[src/servo_monitor_pkg.sv]
// Purpose: shared constants and types of the monitor and instruction handshake block
// Assumes: 32-bit AXI4-Lite register bus, 16-bit remote words
// Notes: every offset, field position and code lives here, with the reset values of the control, mask and word registers
package servo_monitor_pkg;
  // widths
  localparam int DATA_W = 32;
  localparam int WORD_W = 16;
  localparam int MON_W = 32;
  localparam int ADDR_W = 8;
  localparam int STN_W = 8;
  localparam int RW_COUNT = 7;
  localparam int WW_COUNT = 3;
  localparam int IRQ_W = 2;
  // register byte offsets
  localparam logic [7:0] OFS_CTRL = 8'h00;
  localparam logic [7:0] OFS_STATUS = 8'h04;
  localparam logic [7:0] OFS_IRQ_ST = 8'h08;
  localparam logic [7:0] OFS_IRQ_MASK = 8'h0C;
  localparam logic [7:0] OFS_WW_BASE = 8'h10;
  localparam logic [7:0] OFS_RW_BASE = 8'h20;
  // control field positions
  localparam int CTRL_MON_REQ = 0;
  localparam int CTRL_EXEC_REQ = 1;
  localparam int CTRL_TWO_STN = 2;
  localparam int CTRL_STN_LSB = 8;
  // status field positions
  localparam int ST_ACK = 0;
  localparam int ST_DONE = 1;
  localparam int ST_MON_ERR = 2;
  localparam int ST_INSTR_ERR = 3;
  // interrupt event positions
  localparam int EV_ACK = 0;
  localparam int EV_DONE = 1;
  // remote word indices
  localparam int WW_MON1 = 0;
  localparam int WW_MON2_ONE = 1;
  localparam int WW_MON2_TWO = 2;
  localparam int WW_INSTR = 2;
  localparam int RW_MON1_LO = 0;
  localparam int RW_SECOND = 1;
  localparam int RW_RESP = 2;
  localparam int RW_MON2_LO = 5;
  localparam int RW_MON2_HI = 6;
  // respond codes and bus answers
  localparam logic [15:0] RESP_OK = 16'h0000;
  localparam logic [15:0] RESP_ERR = 16'h0001;
  localparam logic [1:0] AXI_OKAY = 2'h0;
  localparam logic [1:0] AXI_SLVERR = 2'h2;
  // reset values
  localparam logic [31:0] CTRL_RST = 32'h0000_0000;
  localparam logic [1:0] IRQ_MASK_RST = 2'h0;
  localparam logic [15:0] WORD_RST = 16'h0000;
  typedef enum logic [2:0] {
    INSTR_IDLE = 3'b001,
    INSTR_RUN = 3'b010,
    INSTR_DONE = 3'b100
  } instr_state_t;
endpackage

[src/monitor_sel_if.sv]
// Purpose: carries one monitor selection and its answer between core and selector
// Assumes: single clock domain
// Notes: valid marks data registered from an enabled cycle
`timescale 1ns/1ps
interface monitor_sel_if import servo_monitor_pkg::*; ();
  logic [WORD_W-1:0] code;
  logic en;
  logic valid;
  logic [MON_W-1:0] data;
  logic err;
  modport mux (input code, input en, output valid, output data, output err);
  modport user (output code, output en, input valid, input data, input err);
endinterface

[src/monitor_select.sv]
// Purpose: picks one monitor value by code and registers it
// Assumes: monitor values come from logic on the same clock
// Notes: a code past the last channel answers zero data with err set
`timescale 1ns/1ps
module monitor_select import servo_monitor_pkg::*; #(
  parameter int MON_COUNT = 8
) (
  input logic aclk, // system clock
  input logic aresetn, // synchronous reset, active low
  input logic ce, // clock enable, freezes state when low
  input logic [MON_COUNT*MON_W-1:0] mon_values, // all monitor channels, flattened
  monitor_sel_if.mux sel // selection and answer
);
  localparam int SEL_W = $clog2(MON_COUNT);
  logic [MON_W-1:0] data_reg, data_next;
  logic err_reg, err_next;
  logic valid_reg, valid_next;
  logic [SEL_W-1:0] idx;

  // hold last value while disabled so the words do not flicker
  always_comb begin
    idx = sel.code[SEL_W-1:0];
    data_next = data_reg;
    err_next = err_reg;
    valid_next = sel.en;
    if (sel.en) begin
      if (sel.code < WORD_W'(MON_COUNT)) begin
        data_next = mon_values[idx*MON_W +: MON_W];
        err_next = 1'b0;
      end else begin
        data_next = '0;
        err_next = 1'b1;
      end
    end
  end

  // register the selection
  always_ff @(posedge aclk) begin
    if (!aresetn) begin
      data_reg <= '0;
      err_reg <= 1'b0;
      valid_reg <= 1'b0;
    end else if (ce) begin
      data_reg <= data_next;
      err_reg <= err_next;
      valid_reg <= valid_next;
    end
  end

  assign sel.data = data_reg;
  assign sel.err = err_reg;
  assign sel.valid = valid_reg;
endmodule

[src/servo_monitor_command_handshake.sv]
// Purpose: monitor-output and instruction-execution handshake of a remote station
// Assumes: the master works through AXI4-Lite; servo core shares aclk
// Notes: one refresh is one enabled clock cycle
// Contract
// monitor request loads words, raises acknowledge
// words refresh every cycle while request held
// one station: monitor-1 code word0, read word0
// one station: monitor-2 code word1, read word1
// read word2 carries monitor normal/error code
// two stations: monitor-1 upper half at word1
// two stations: monitor-2 code word2, low word5
// two stations: monitor-2 upper half at word6
// execute request runs code from write word2
// finish posts respond code, raises completion
// master sets station number select bits
// two stations: monitor-1 lower half at word0
// master waits for acknowledge before reading
`timescale 1ns/1ps
module servo_monitor_command_handshake import servo_monitor_pkg::*; #(
  parameter int MON_COUNT = 8
) (
  input logic aclk, // system clock, 100 MHz
  input logic aresetn, // synchronous reset, active low
  input logic ce, // clock enable
  input logic [ADDR_W-1:0] s_axi_awaddr, // write address
  input logic s_axi_awvalid, // write address valid
  output logic s_axi_awready, // write address ready
  input logic [DATA_W-1:0] s_axi_wdata, // write data
  input logic [3:0] s_axi_wstrb, // write byte strobes
  input logic s_axi_wvalid, // write data valid
  output logic s_axi_wready, // write data ready
  output logic [1:0] s_axi_bresp, // write response
  output logic s_axi_bvalid, // write response valid
  input logic s_axi_bready, // write response ready
  input logic [ADDR_W-1:0] s_axi_araddr, // read address
  input logic s_axi_arvalid, // read address valid
  output logic s_axi_arready, // read address ready
  output logic [DATA_W-1:0] s_axi_rdata, // read data
  output logic [1:0] s_axi_rresp, // read response
  output logic s_axi_rvalid, // read valid
  input logic s_axi_rready, // read ready
  input logic [MON_COUNT*MON_W-1:0] mon_values, // monitor channels from servo core
  output logic instr_start, // one-cycle start of instruction
  output logic [WORD_W-1:0] instr_code, // instruction code being run
  input logic instr_finish, // servo core finished the instruction
  input logic instr_error, // finished with error, valid with finish
  output logic [STN_W-1:0] station_select, // station number bits from master
  output logic irq // level interrupt
);
  // register state
  logic [31:0] ctrl_reg, ctrl_next;
  logic [IRQ_W-1:0] irq_st_reg, irq_st_next;
  logic [IRQ_W-1:0] irq_mask_reg, irq_mask_next;
  logic [WORD_W-1:0] ww_reg [WW_COUNT];
  logic [WORD_W-1:0] ww_next [WW_COUNT];
  logic [WORD_W-1:0] rw_reg [RW_COUNT];
  logic [WORD_W-1:0] rw_next [RW_COUNT];
  // bus state
  logic aw_got_reg, aw_got_next, w_got_reg, w_got_next;
  logic [ADDR_W-1:0] aw_addr_reg, aw_addr_next;
  logic [DATA_W-1:0] w_data_reg, w_data_next;
  logic [3:0] w_strb_reg, w_strb_next;
  logic bvalid_reg, bvalid_next, rvalid_reg, rvalid_next;
  logic [1:0] bresp_reg, bresp_next, rresp_reg, rresp_next;
  logic [DATA_W-1:0] rdata_reg, rdata_next;
  // handshake state
  logic mon_ack_reg, mon_ack_next, mon_err_reg, mon_err_next;
  logic exec_done_reg, exec_done_next, instr_err_reg, instr_err_next;
  logic instr_start_reg, instr_start_next;
  logic [WORD_W-1:0] instr_code_reg, instr_code_next;
  instr_state_t instr_state_reg, instr_state_next;
  // helpers
  logic aw_ok, w_ok, do_write, wr_hit;
  logic [ADDR_W-1:0] wr_addr;
  logic [DATA_W-1:0] wr_data, rd_data;
  logic [3:0] wr_strb;
  logic rd_hit, mon_req, exec_req, two_stn, mon_load, finish_now;
  logic [IRQ_W-1:0] ev;

  monitor_sel_if mon1 ();
  monitor_sel_if mon2 ();

  function automatic logic [31:0] merge(input logic [31:0] old_v, input logic [31:0] new_v,
                                        input logic [3:0] strb);
    logic [31:0] r;
    r = old_v;
    for (int b = 0; b < 4; b++) begin
      if (strb[b]) r[b*8 +: 8] = new_v[b*8 +: 8];
    end
    return r;
  endfunction

  assign mon_req = ctrl_reg[CTRL_MON_REQ];
  assign exec_req = ctrl_reg[CTRL_EXEC_REQ];
  assign two_stn = ctrl_reg[CTRL_TWO_STN];
  assign station_select = ctrl_reg[CTRL_STN_LSB +: STN_W];

  // selectors run only while the request stands
  // second code word
  assign mon1.code = ww_reg[WW_MON1];
  assign mon2.code = two_stn ? ww_reg[WW_MON2_TWO] : ww_reg[WW_MON2_ONE];
  assign mon1.en = mon_req;
  assign mon2.en = mon_req;
  assign mon_load = mon_req && mon1.valid && mon2.valid;
  assign finish_now = (instr_state_reg == INSTR_RUN) && instr_finish;

  monitor_select #(.MON_COUNT(MON_COUNT)) u_mon1 (
    .aclk(aclk),
    .aresetn(aresetn),
    .ce(ce),
    .mon_values(mon_values),
    .sel(mon1)
  );
  monitor_select #(.MON_COUNT(MON_COUNT)) u_mon2 (
    .aclk(aclk),
    .aresetn(aresetn),
    .ce(ce),
    .mon_values(mon_values),
    .sel(mon2)
  );

  // ready terms include ce so nothing is taken while frozen
  assign s_axi_awready = ce && !aw_got_reg && !bvalid_reg;
  assign s_axi_wready = ce && !w_got_reg && !bvalid_reg;
  assign s_axi_arready = ce && !rvalid_reg;
  assign aw_ok = aw_got_reg || (s_axi_awvalid && s_axi_awready);
  assign w_ok = w_got_reg || (s_axi_wvalid && s_axi_wready);
  assign do_write = aw_ok && w_ok && !bvalid_reg;
  assign wr_addr = aw_got_reg ? aw_addr_reg : s_axi_awaddr;
  assign wr_data = w_got_reg ? w_data_reg : s_axi_wdata;
  assign wr_strb = w_got_reg ? w_strb_reg : s_axi_wstrb;

  // read decode; read-only status and remote words sit beside the controls
  always_comb begin
    rd_data = '0;
    rd_hit = 1'b1;
    case (s_axi_araddr)
      OFS_CTRL: rd_data = ctrl_reg;
      OFS_STATUS: rd_data = 32'({instr_err_reg, mon_err_reg, exec_done_reg, mon_ack_reg});
      OFS_IRQ_ST: rd_data = 32'(irq_st_reg);
      OFS_IRQ_MASK: rd_data = 32'(irq_mask_reg);
      default: begin
        rd_hit = 1'b0;
        for (int i = 0; i < WW_COUNT; i++) begin
          if (s_axi_araddr == OFS_WW_BASE + ADDR_W'(4 * i)) begin
            rd_data = 32'(ww_reg[i]);
            rd_hit = 1'b1;
          end
        end
        for (int i = 0; i < RW_COUNT; i++) begin
          if (s_axi_araddr == OFS_RW_BASE + ADDR_W'(4 * i)) begin
            rd_data = 32'(rw_reg[i]);
            rd_hit = 1'b1;
          end
        end
      end
    endcase
  end

  // bus channel state; writes to read-only words are ignored with OKAY
  always_comb begin
    aw_got_next = aw_got_reg;
    aw_addr_next = aw_addr_reg;
    w_got_next = w_got_reg;
    w_data_next = w_data_reg;
    w_strb_next = w_strb_reg;
    bvalid_next = bvalid_reg;
    bresp_next = bresp_reg;
    rvalid_next = rvalid_reg;
    rresp_next = rresp_reg;
    rdata_next = rdata_reg;
    wr_hit = (wr_addr < OFS_RW_BASE + ADDR_W'(4 * RW_COUNT)) && (wr_addr[1:0] == 2'h0);
    if (do_write) begin
      aw_got_next = 1'b0;
      w_got_next = 1'b0;
      bvalid_next = 1'b1;
      bresp_next = wr_hit ? AXI_OKAY : AXI_SLVERR;
    end else begin
      if (s_axi_awvalid && s_axi_awready) begin
        aw_got_next = 1'b1;
        aw_addr_next = s_axi_awaddr;
      end
      if (s_axi_wvalid && s_axi_wready) begin
        w_got_next = 1'b1;
        w_data_next = s_axi_wdata;
        w_strb_next = s_axi_wstrb;
      end
    end
    if (bvalid_reg && s_axi_bready) bvalid_next = 1'b0;
    if (s_axi_arvalid && s_axi_arready) begin
      rvalid_next = 1'b1;
      rdata_next = rd_data;
      rresp_next = rd_hit ? AXI_OKAY : AXI_SLVERR;
    end else if (rvalid_reg && s_axi_rready) begin
      rvalid_next = 1'b0;
    end
  end

  // software registers and interrupt status; a new event beats a clear
  always_comb begin
    ctrl_next = ctrl_reg;
    irq_mask_next = irq_mask_reg;
    ww_next = ww_reg;
    irq_st_next = irq_st_reg;
    if (do_write) begin
      if (wr_addr == OFS_CTRL) ctrl_next = merge(ctrl_reg, wr_data, wr_strb);
      if (wr_addr == OFS_IRQ_MASK) begin
        irq_mask_next = IRQ_W'(merge(32'(irq_mask_reg), wr_data, wr_strb));
      end
      if (wr_addr == OFS_IRQ_ST && wr_strb[0]) irq_st_next = irq_st_reg & ~wr_data[IRQ_W-1:0];
      for (int i = 0; i < WW_COUNT; i++) begin
        if (wr_addr == OFS_WW_BASE + ADDR_W'(4 * i)) begin
          ww_next[i] = WORD_W'(merge(32'(ww_reg[i]), wr_data, wr_strb));
        end
      end
    end
    irq_st_next = irq_st_next | ev;
  end

  assign ev[EV_ACK] = mon_ack_next && !mon_ack_reg;
  assign ev[EV_DONE] = exec_done_next && !exec_done_reg;
  assign irq = |(irq_st_reg & irq_mask_reg);

  // monitor path: ack follows the first load and drops with the request
  always_comb begin
    rw_next = rw_reg;
    mon_ack_next = mon_ack_reg;
    mon_err_next = mon_err_reg;
    if (!mon_req) begin
      mon_ack_next = 1'b0;
    end else if (mon_load) begin
      // load and acknowledge
      // reload every cycle
      mon_ack_next = 1'b1;
      mon_err_next = mon1.err || mon2.err;
      // monitor-1 low half
      rw_next[RW_MON1_LO] = mon1.data[WORD_W-1:0];
      // second read word
      rw_next[RW_SECOND] = two_stn ? mon1.data[MON_W-1:WORD_W] : mon2.data[WORD_W-1:0];
      // two-station monitor-2 halves
      rw_next[RW_MON2_LO] = two_stn ? mon2.data[WORD_W-1:0] : WORD_RST;
      rw_next[RW_MON2_HI] = two_stn ? mon2.data[MON_W-1:WORD_W] : WORD_RST;
      // monitor respond code
      rw_next[RW_RESP] = (mon1.err || mon2.err) ? RESP_ERR : RESP_OK;
    end
    // instruction respond code wins its refresh
    if (finish_now) rw_next[RW_RESP] = instr_error ? RESP_ERR : RESP_OK;
  end

  // instruction sequencer; a request dropped mid-run still completes
  always_comb begin
    instr_state_next = instr_state_reg;
    instr_start_next = 1'b0;
    instr_code_next = instr_code_reg;
    exec_done_next = exec_done_reg;
    instr_err_next = instr_err_reg;
    case (instr_state_reg)
      INSTR_IDLE: begin
        // start with word2 code
        if (exec_req) begin
          instr_start_next = 1'b1;
          instr_code_next = ww_reg[WW_INSTR];
          instr_state_next = INSTR_RUN;
        end
      end
      INSTR_RUN: begin
        // raise completion
        if (instr_finish) begin
          exec_done_next = 1'b1;
          instr_err_next = instr_error;
          instr_state_next = INSTR_DONE;
        end
      end
      INSTR_DONE: begin
        if (!exec_req) begin
          exec_done_next = 1'b0;
          instr_state_next = INSTR_IDLE;
        end
      end
      default: begin
        instr_state_next = INSTR_IDLE;
        exec_done_next = 1'b0;
      end
    endcase
  end

  // state registers
  always_ff @(posedge aclk) begin
    if (!aresetn) begin
      ctrl_reg <= CTRL_RST;
      irq_st_reg <= '0;
      irq_mask_reg <= IRQ_MASK_RST;
      for (int i = 0; i < WW_COUNT; i++) ww_reg[i] <= WORD_RST;
      for (int i = 0; i < RW_COUNT; i++) rw_reg[i] <= WORD_RST;
      aw_got_reg <= 1'b0;
      aw_addr_reg <= '0;
      w_got_reg <= 1'b0;
      w_data_reg <= '0;
      w_strb_reg <= '0;
      bvalid_reg <= 1'b0;
      bresp_reg <= AXI_OKAY;
      rvalid_reg <= 1'b0;
      rresp_reg <= AXI_OKAY;
      rdata_reg <= '0;
      mon_ack_reg <= 1'b0;
      mon_err_reg <= 1'b0;
      exec_done_reg <= 1'b0;
      instr_err_reg <= 1'b0;
      instr_start_reg <= 1'b0;
      instr_code_reg <= WORD_RST;
      instr_state_reg <= INSTR_IDLE;
    end else if (ce) begin
      ctrl_reg <= ctrl_next;
      irq_st_reg <= irq_st_next;
      irq_mask_reg <= irq_mask_next;
      ww_reg <= ww_next;
      rw_reg <= rw_next;
      aw_got_reg <= aw_got_next;
      aw_addr_reg <= aw_addr_next;
      w_got_reg <= w_got_next;
      w_data_reg <= w_data_next;
      w_strb_reg <= w_strb_next;
      bvalid_reg <= bvalid_next;
      bresp_reg <= bresp_next;
      rvalid_reg <= rvalid_next;
      rresp_reg <= rresp_next;
      rdata_reg <= rdata_next;
      mon_ack_reg <= mon_ack_next;
      mon_err_reg <= mon_err_next;
      exec_done_reg <= exec_done_next;
      instr_err_reg <= instr_err_next;
      instr_start_reg <= instr_start_next;
      instr_code_reg <= instr_code_next;
      instr_state_reg <= instr_state_next;
    end
  end

  assign s_axi_bvalid = bvalid_reg;
  assign s_axi_bresp = bresp_reg;
  assign s_axi_rvalid = rvalid_reg;
  assign s_axi_rresp = rresp_reg;
  assign s_axi_rdata = rdata_reg;
  assign instr_start = instr_start_reg;
  assign instr_code = instr_code_reg;
endmodule

[config.mk]
export PLATFORM = sky130hd
export DESIGN_NAME = servo_monitor_command_handshake
export DESIGN_NICKNAME = d
export VERILOG_FILES = /design/src/servo_monitor_pkg.sv /design/src/monitor_sel_if.sv /design/src/monitor_select.sv /design/src/servo_monitor_command_handshake.sv
export SDC_FILE = /design/constraint.sdc
export NUM_CORES = 1
export LEC_CHECK = 0
export BUFFER_PORTS_ARGS = -buffer_cell sky130_fd_sc_hd__buf_2
export CORE_MARGIN = 10
export CORE_UTILIZATION = 50
export DETAILED_ROUTE_END_ITERATION = 6
export GPL_TIMING_DRIVEN = 0
export PLACE_DENSITY = 0.81
export SETUP_SLACK_MARGIN = 0.3
export SLEW_MARGIN = 25
export SYNTH_ARGS = -nofsm -noshare
export SYNTH_HDL_FRONTEND = slang
export SYNTH_SLANG_ARGS = --single-unit
export TNS_END_PERCENT = 5
[constraint.sdc]
create_clock -name aclk -period 2.15 [get_ports aclk]
set_input_delay 0.3225 -clock aclk [delete_from_list [all_inputs] [get_ports aclk]]
set_output_delay 0.3225 -clock aclk [all_outputs]
set_load 0.02 [all_outputs]
# Word-level counts from Yosys, hierarchy flattened
# Index checks and enable logic that the tools add are counted.
# Widths: inputs -> output; s select.
dict set report classes {
  n_lt_le_gt_ge 3
  eq_ne 24
  shifts 2
  n_mux 61
  bitwise_logic 5
  reduce_logical 64
}
# operator count
set ops {}
lappend ops {{$shiftx 256x9->32} 2}
lappend ops {{$mux 32} 12}
lappend ops {{$mux 16} 8}
lappend ops {{$pmux 32 s4} 1}
lappend ops {{$eq 8x6->1 const B} 7}
lappend ops {{$eq 8x5->1 const B} 6}
lappend ops {{$reduce_and 4->1} 12}
lappend ops {{$eq 8x4->1 const B} 4}
lappend ops {{$lt 16x4->1 const B} 2}
lappend ops {{$mux 1} 29}
lappend ops {{$logic_and 1x1->1} 19}
lappend ops {{$reduce_and 3->1} 6}
lappend ops {{$logic_not 8->1} 2}
lappend ops {{$reduce_and 2->1} 7}
lappend ops {{$reduce_bool 2->1} 6}
lappend ops {{$mux 3} 3}
lappend ops {{$pmux 3 s3} 1}
lappend ops {{$eq 8x3->1 const B} 1}
lappend ops {{$lt 8x6->1 const B} 1}
lappend ops {{$mux 2} 4}
lappend ops {{$mux 8} 1}
lappend ops {{$logic_not 1->1} 6}
lappend ops {{$ne 2x2->1 const B} 3}
lappend ops {{$and 2x2->2} 2}
lappend ops {{12 further kinds} 14}
dict set report word_totals {
  regBits 339
  in_bits 318
}

# Depth between registers and ports, before layout
dict set report logic_depth {
  depth_word 13
  ltp_mapped 9
  depth_no_buf 5
}

# Hierarchy
# Synthesis repeated with hierarchy kept, for this count alone.
dict set report unflattened {
  cells_unflattened 1801
  hier_area_um2 18469.0
}
# mod instances cells_per_inst area_each_um2 seq_area_each_um2
set by_module_without_submodules {}
lappend by_module_without_submodules {servo_monitor_command_handshake 1 1337 12115.4 5104.9}
lappend by_module_without_submodules {monitor_select 2 232 3176.8 680.7}

# Worst setup path after synthesis
# OpenSTA, ideal clock, no wires.
dict set report synth_timing {
  path_kind {reg-to-reg}
  from {register aw_got_reg}
  to {register ctrl_reg[29]}
  setup_ns 0.119
  arrival_time_ns 1.992
  slack_ns 0.039
  stages_incl_launch_ff 8
  path_buffers 3
  synth_period_minus_slack_ns 2.111
  path_cell_list {dfxtp_1 -> buf_6 -> mux2_4 -> or3_4 -> or4_1 -> buf_2 -> buf_6 -> o221a_1}
}
dict set report synth_between {
  elab_chain_len 8
}
# item line_no
set synth_rtl {}
lappend synth_rtl {{start: declaration} servo_monitor_command_handshake.sv:59} ;# logic aw_got_reg, aw_got_next, w_got_reg, w_got_next;
lappend synth_rtl {{start signal: assignment} servo_monitor_command_handshake.sv:318} ;# aw_got_reg <= aw_got_next;
lappend synth_rtl {{$logic_not 1->1} servo_monitor_command_handshake.sv:123} ;# assign s_axi_awready = ce && !aw_got_reg && !bvalid_reg;
lappend synth_rtl {{$logic_and 1x1->1 (2 in a row)} servo_monitor_command_handshake.sv:123}
lappend synth_rtl {{$logic_and 1x1->1} servo_monitor_command_handshake.sv:126} ;# assign aw_ok = aw_got_reg || (s_axi_awvalid && s_axi_awready);
lappend synth_rtl {{$logic_or 1x1->1} servo_monitor_command_handshake.sv:126}
lappend synth_rtl {{$logic_and 1x1->1 (2 in a row)} servo_monitor_command_handshake.sv:128} ;# assign do_write = aw_ok && w_ok && !bvalid_reg;
lappend synth_rtl {{$reduce_and 4->1 (no source line) *} -}
lappend synth_rtl {{end signal: assignment} servo_monitor_command_handshake.sv:313} ;# ctrl_reg <= ctrl_next;
lappend synth_rtl {{end: declaration} servo_monitor_command_handshake.sv:51} ;# logic [31:0] ctrl_reg, ctrl_next;
# Every way passes the cells marked *; elsewhere a longest branch is shown, timed or not.
# A chain may end at the register's enable or synchronous reset.

# Final worst setup path
dict set report layout_timing {
  from {register aw_got_reg}
  to {register ww_reg (netlist bit mon1.code[14])}
}
dict set report layout_between {
  elab_chain_len 8
}
# item line_no
set layout_rtl {}
lappend layout_rtl {{$logic_not 1->1} servo_monitor_command_handshake.sv:123}
lappend layout_rtl {{$logic_and 1x1->1 (2 in a row)} servo_monitor_command_handshake.sv:123}
lappend layout_rtl {{$logic_and 1x1->1} servo_monitor_command_handshake.sv:126}
lappend layout_rtl {{$logic_or 1x1->1} servo_monitor_command_handshake.sv:126}
lappend layout_rtl {{$logic_and 1x1->1 (2 in a row)} servo_monitor_command_handshake.sv:128}
lappend layout_rtl {{$reduce_and 4->1 (no source line) *} -}
lappend layout_rtl {{end signal: assignment} servo_monitor_command_handshake.sv:316} ;# ww_reg <= ww_next;
lappend layout_rtl {{end: declaration} servo_monitor_command_handshake.sv:54} ;# logic [WORD_W-1:0] ww_reg [WW_COUNT];
# Marks and branches as above.

==> results.yml <==
status:
  status: "complete, but fails checks"
  violations: "setup timing"
sta:
  period_share: 1.08
  max_freq_mhz: 432
  grt_setup_unrepaired: "true"
  setup_ws_ps: -162
  worst_slew_pin_slew_ps: 953
  hold_viol_final: 0
  report.final.slew_viol_count: 0
  fin_worst_skew_ps: 17.9
  setup_viol: 64
  min_period_ps: 2310
  relSlewSlack: 0.365
worst_setup_path:
  ff2ff_path_depth: 8
  worstSetupEndpointType: "flop"
  crit_required_ps: 2570
  path_max_fanout: 10
  cp_data_arrival_time_ps: 2730
  start_kind: "flop"
  worstSetupPathType: "reg -> reg"
cells_and_area:
  largest_reg_flops: 65
  layout.cells.non_filler: 2715
  drive_gt1_frac: 0.352
  syn2layout_area_growth_pct: 26.7
  regArea_sq_um: 6450
  nets: 2529
  multi_input_area_sq_um: 10700
  fillerInstances: 2702
floorplan:
  die_h_um: 208
  start_util: 0.509
  fp.dieArea_sq_um: 43200
  die_w_um: 208
  num_rows: 68
  core_sq_um: 34600
  io_pins: 385
power_and_ir_drop:
  p_int_w: 0.0101
  swShare: 0.248
  p_sw_w: 0.00335
  p_leak_nw: 8.92
  p_comb_frac: 0.116
  pwr-share-clk: 0.435
  vdd_drop_max_v: 0.000661
  p_per_area_nw_per_um2: 603
  pwr-share-seq: 0.449
  finalPower_w: 0.0135
synth:
  ys.warnings.count: 0
  synth_edf_count: 0
  synth_ff_type: "dfxtp_1"
  synth_area_sq_um: 17600
  yosysTopAreaCellShare: 0.366
  ys_seq_area_frac: 0.366
  synth_area_leaders: "dfxtp_1, mux4_2, mux2i_1, nand2_1, o21ai_0"
  ys_types: 68
  netlist_instances: 1779
  yosys.area.top_type: "dfxtp_1"
  ys_seq_elements: 322
  synth_top_cells_by_count: "dfxtp_1, nand2_1, mux2i_1"
  synth.avg_cell_area_sq_um: 9.91
  synth_most_common_cell: "dfxtp_1"
  async_reset_ff_frac: 0
hold_path:
  hp-class: "in -> reg"
  worstHoldPathCells: 3
place:
  place_inst: 2613
  routabilityCongestion: 1.11
  port_buffers: 378
  hpwl_mm: 54.8
cts:
  postCtsHoldBufs: 0
  cts_max_level: 2
  cts_max_path_buffers: 3
  clk_latency_ps: 530
  clkTransAtPathRegs_ps: 60
  numCtsBuffers: 34
  cts_tree: "done"
  root_buffer: "clkbuf_16"
  cts.sinks: 322
routing:
  route.detailed.drc: 0
  ant_nets: 0
  routed_wl_mm: 69.3
  firstDrtPassIters: 6
  wire_per_inst_um: 25.5
  via_per_inst: 6.24
  drt_iter0_markers: 1782
  vias: 16900
grt:
  track_usage: 0.299
  antenna_found_initial: 27
  grt_max_degree: 16
  grt_overflow: 0
  grt_pass1_vias: 16900
  grt_pass1_wl_mm: 102
run:
  cap_violations: 0
-- metrics by stage --
stage | setup slack, ps | hold slack (ps) | setup TNS, ps | util | instance area [sq um]
finish | -162 | 60.7 | -4810 | 0.645 | 22300
global route | -203 | 70.2 | -8420 | 0.645 | 22300
detailed placement | -818 | 448 | -108190 | 0.581 | 20100
CTS | -114 | 55.6 | -3960 | 0.636 | 22000
floorplan | 47.0 | 426 | 0 | - | 17600
global placement | -789 | 441 | -107430 | 0.581 | 20100
-- power by group through the flow --
stage,Sequential (W),Combinational [W],Clock (W)
5_1_grt,0.00605,0.00164,0.00614
2_1_floorplan,0.00620,0.000724,0
6_report,0.00605,0.00156,0.00586
3_3_place_gp,0.00618,0.00137,0
4_1_cts,0.00605,0.00147,0.00590
3_5_place_dp,0.00618,0.00140,0
-- timing repair --
| item | in CTS | in global routing |
|---|---|---|
| resized for setup | 201 | 85 |
| buffers inserted | 13 | 2 |
| setup endpoints to repair | 260 | 261 |
| hold endpoints to repair | 0 | 0 |
| cloned | 2 | 0 |
| pin swaps | 17 | 18 |
-- worst max-delay path, cell delays in order, from the launching register on --
cell	delay, ps
dfxtp_2	320
buf_6	130
mux2_4	320
or3_4	450
or4b_4	550
buf_6	170
buf_12	140
nand3_2	70
o21ai_2	60
-- path summary, 6_finish.rpt --
| check | end | startpoint | slack, ps |
|---|---|---|---|
| worst max register to register | mon1.code[14]$_SDFFE_PN0P_ | aw_got_reg$_SDFFE_PN0P_ | -160 |
| worst min register to register | u_mon2.sel.data[24]$_SDFFE_PN0P_ | u_mon2.sel.data[24]$_SDFFE_PN0P_ | 450 |
| worst min-delay path | w_data_reg[0]$_SDFFE_PN0P_ | s_axi_wdata[0] | 60 |
| worst max-delay path | mon1.code[14]$_SDFFE_PN0P_ | aw_got_reg$_SDFFE_PN0P_ | -160 |
-- layout make-up --
| type | instances | area share |
|---|---|---|
| Clock buffer | 50 | 0.0449 |
| Clock inverter | 11 | 0.00510 |
| Inverter | 22 | 0.00370 |
| Buffer | 171 | 0.0527 |
| Antenna cell | 24 | 0.00269 |
| Multi-Input combinational cell | 1265 | 0.481 |
| Timing Repair Buffer | 395 | 0.0956 |
| Sequential cell | 322 | 0.289 |
| Tap cell | 455 | 0.0255 |
-- placed cells by master (no fill, tap or decap), drive strengths merged, types with 8 or more instances in the layout --
cell type  count
nor2b         74
a2bb2oi       14
nor3          16
a21boi        56
nor2          67
nand3         26
buf          464
a32oi          8
mux4         126
o221ai        15
o21ai        117
o221a         20
diode         24
clkbuf       152
o22ai          8
mux2i        175
a31oi         16
a22o          35
inv           25
o211a         19
dfxtp        322
a21oi         41
o32ai         10
nor4           9
mux2          20
a22oi         31
and2          36
nor3b         12
nand2        260
-- metal layers --
metal	global-route usage	routed length, um	share of wire	up-vias
met5	0	0	0	-
met4	0.172	4310	0.062	0
met3	0.0569	5710	0.082	223
met2	0.518	33900	0.49	1094
met1	0.340	25300	0.37	8133
li1	-	-	-	7498
-- logic make-up after synthesis --
logic type	count (synthesis)	share of synthesized area
and+or+nand+nor	535	0.147
AOI/OAI and AO/OA	407	0.166
DFF	322	0.366
muxes	321	0.273
buffers and inverters	193	0.0472
other	1	0.000213
Note: power is estimated with default switching activity, not from simulation.
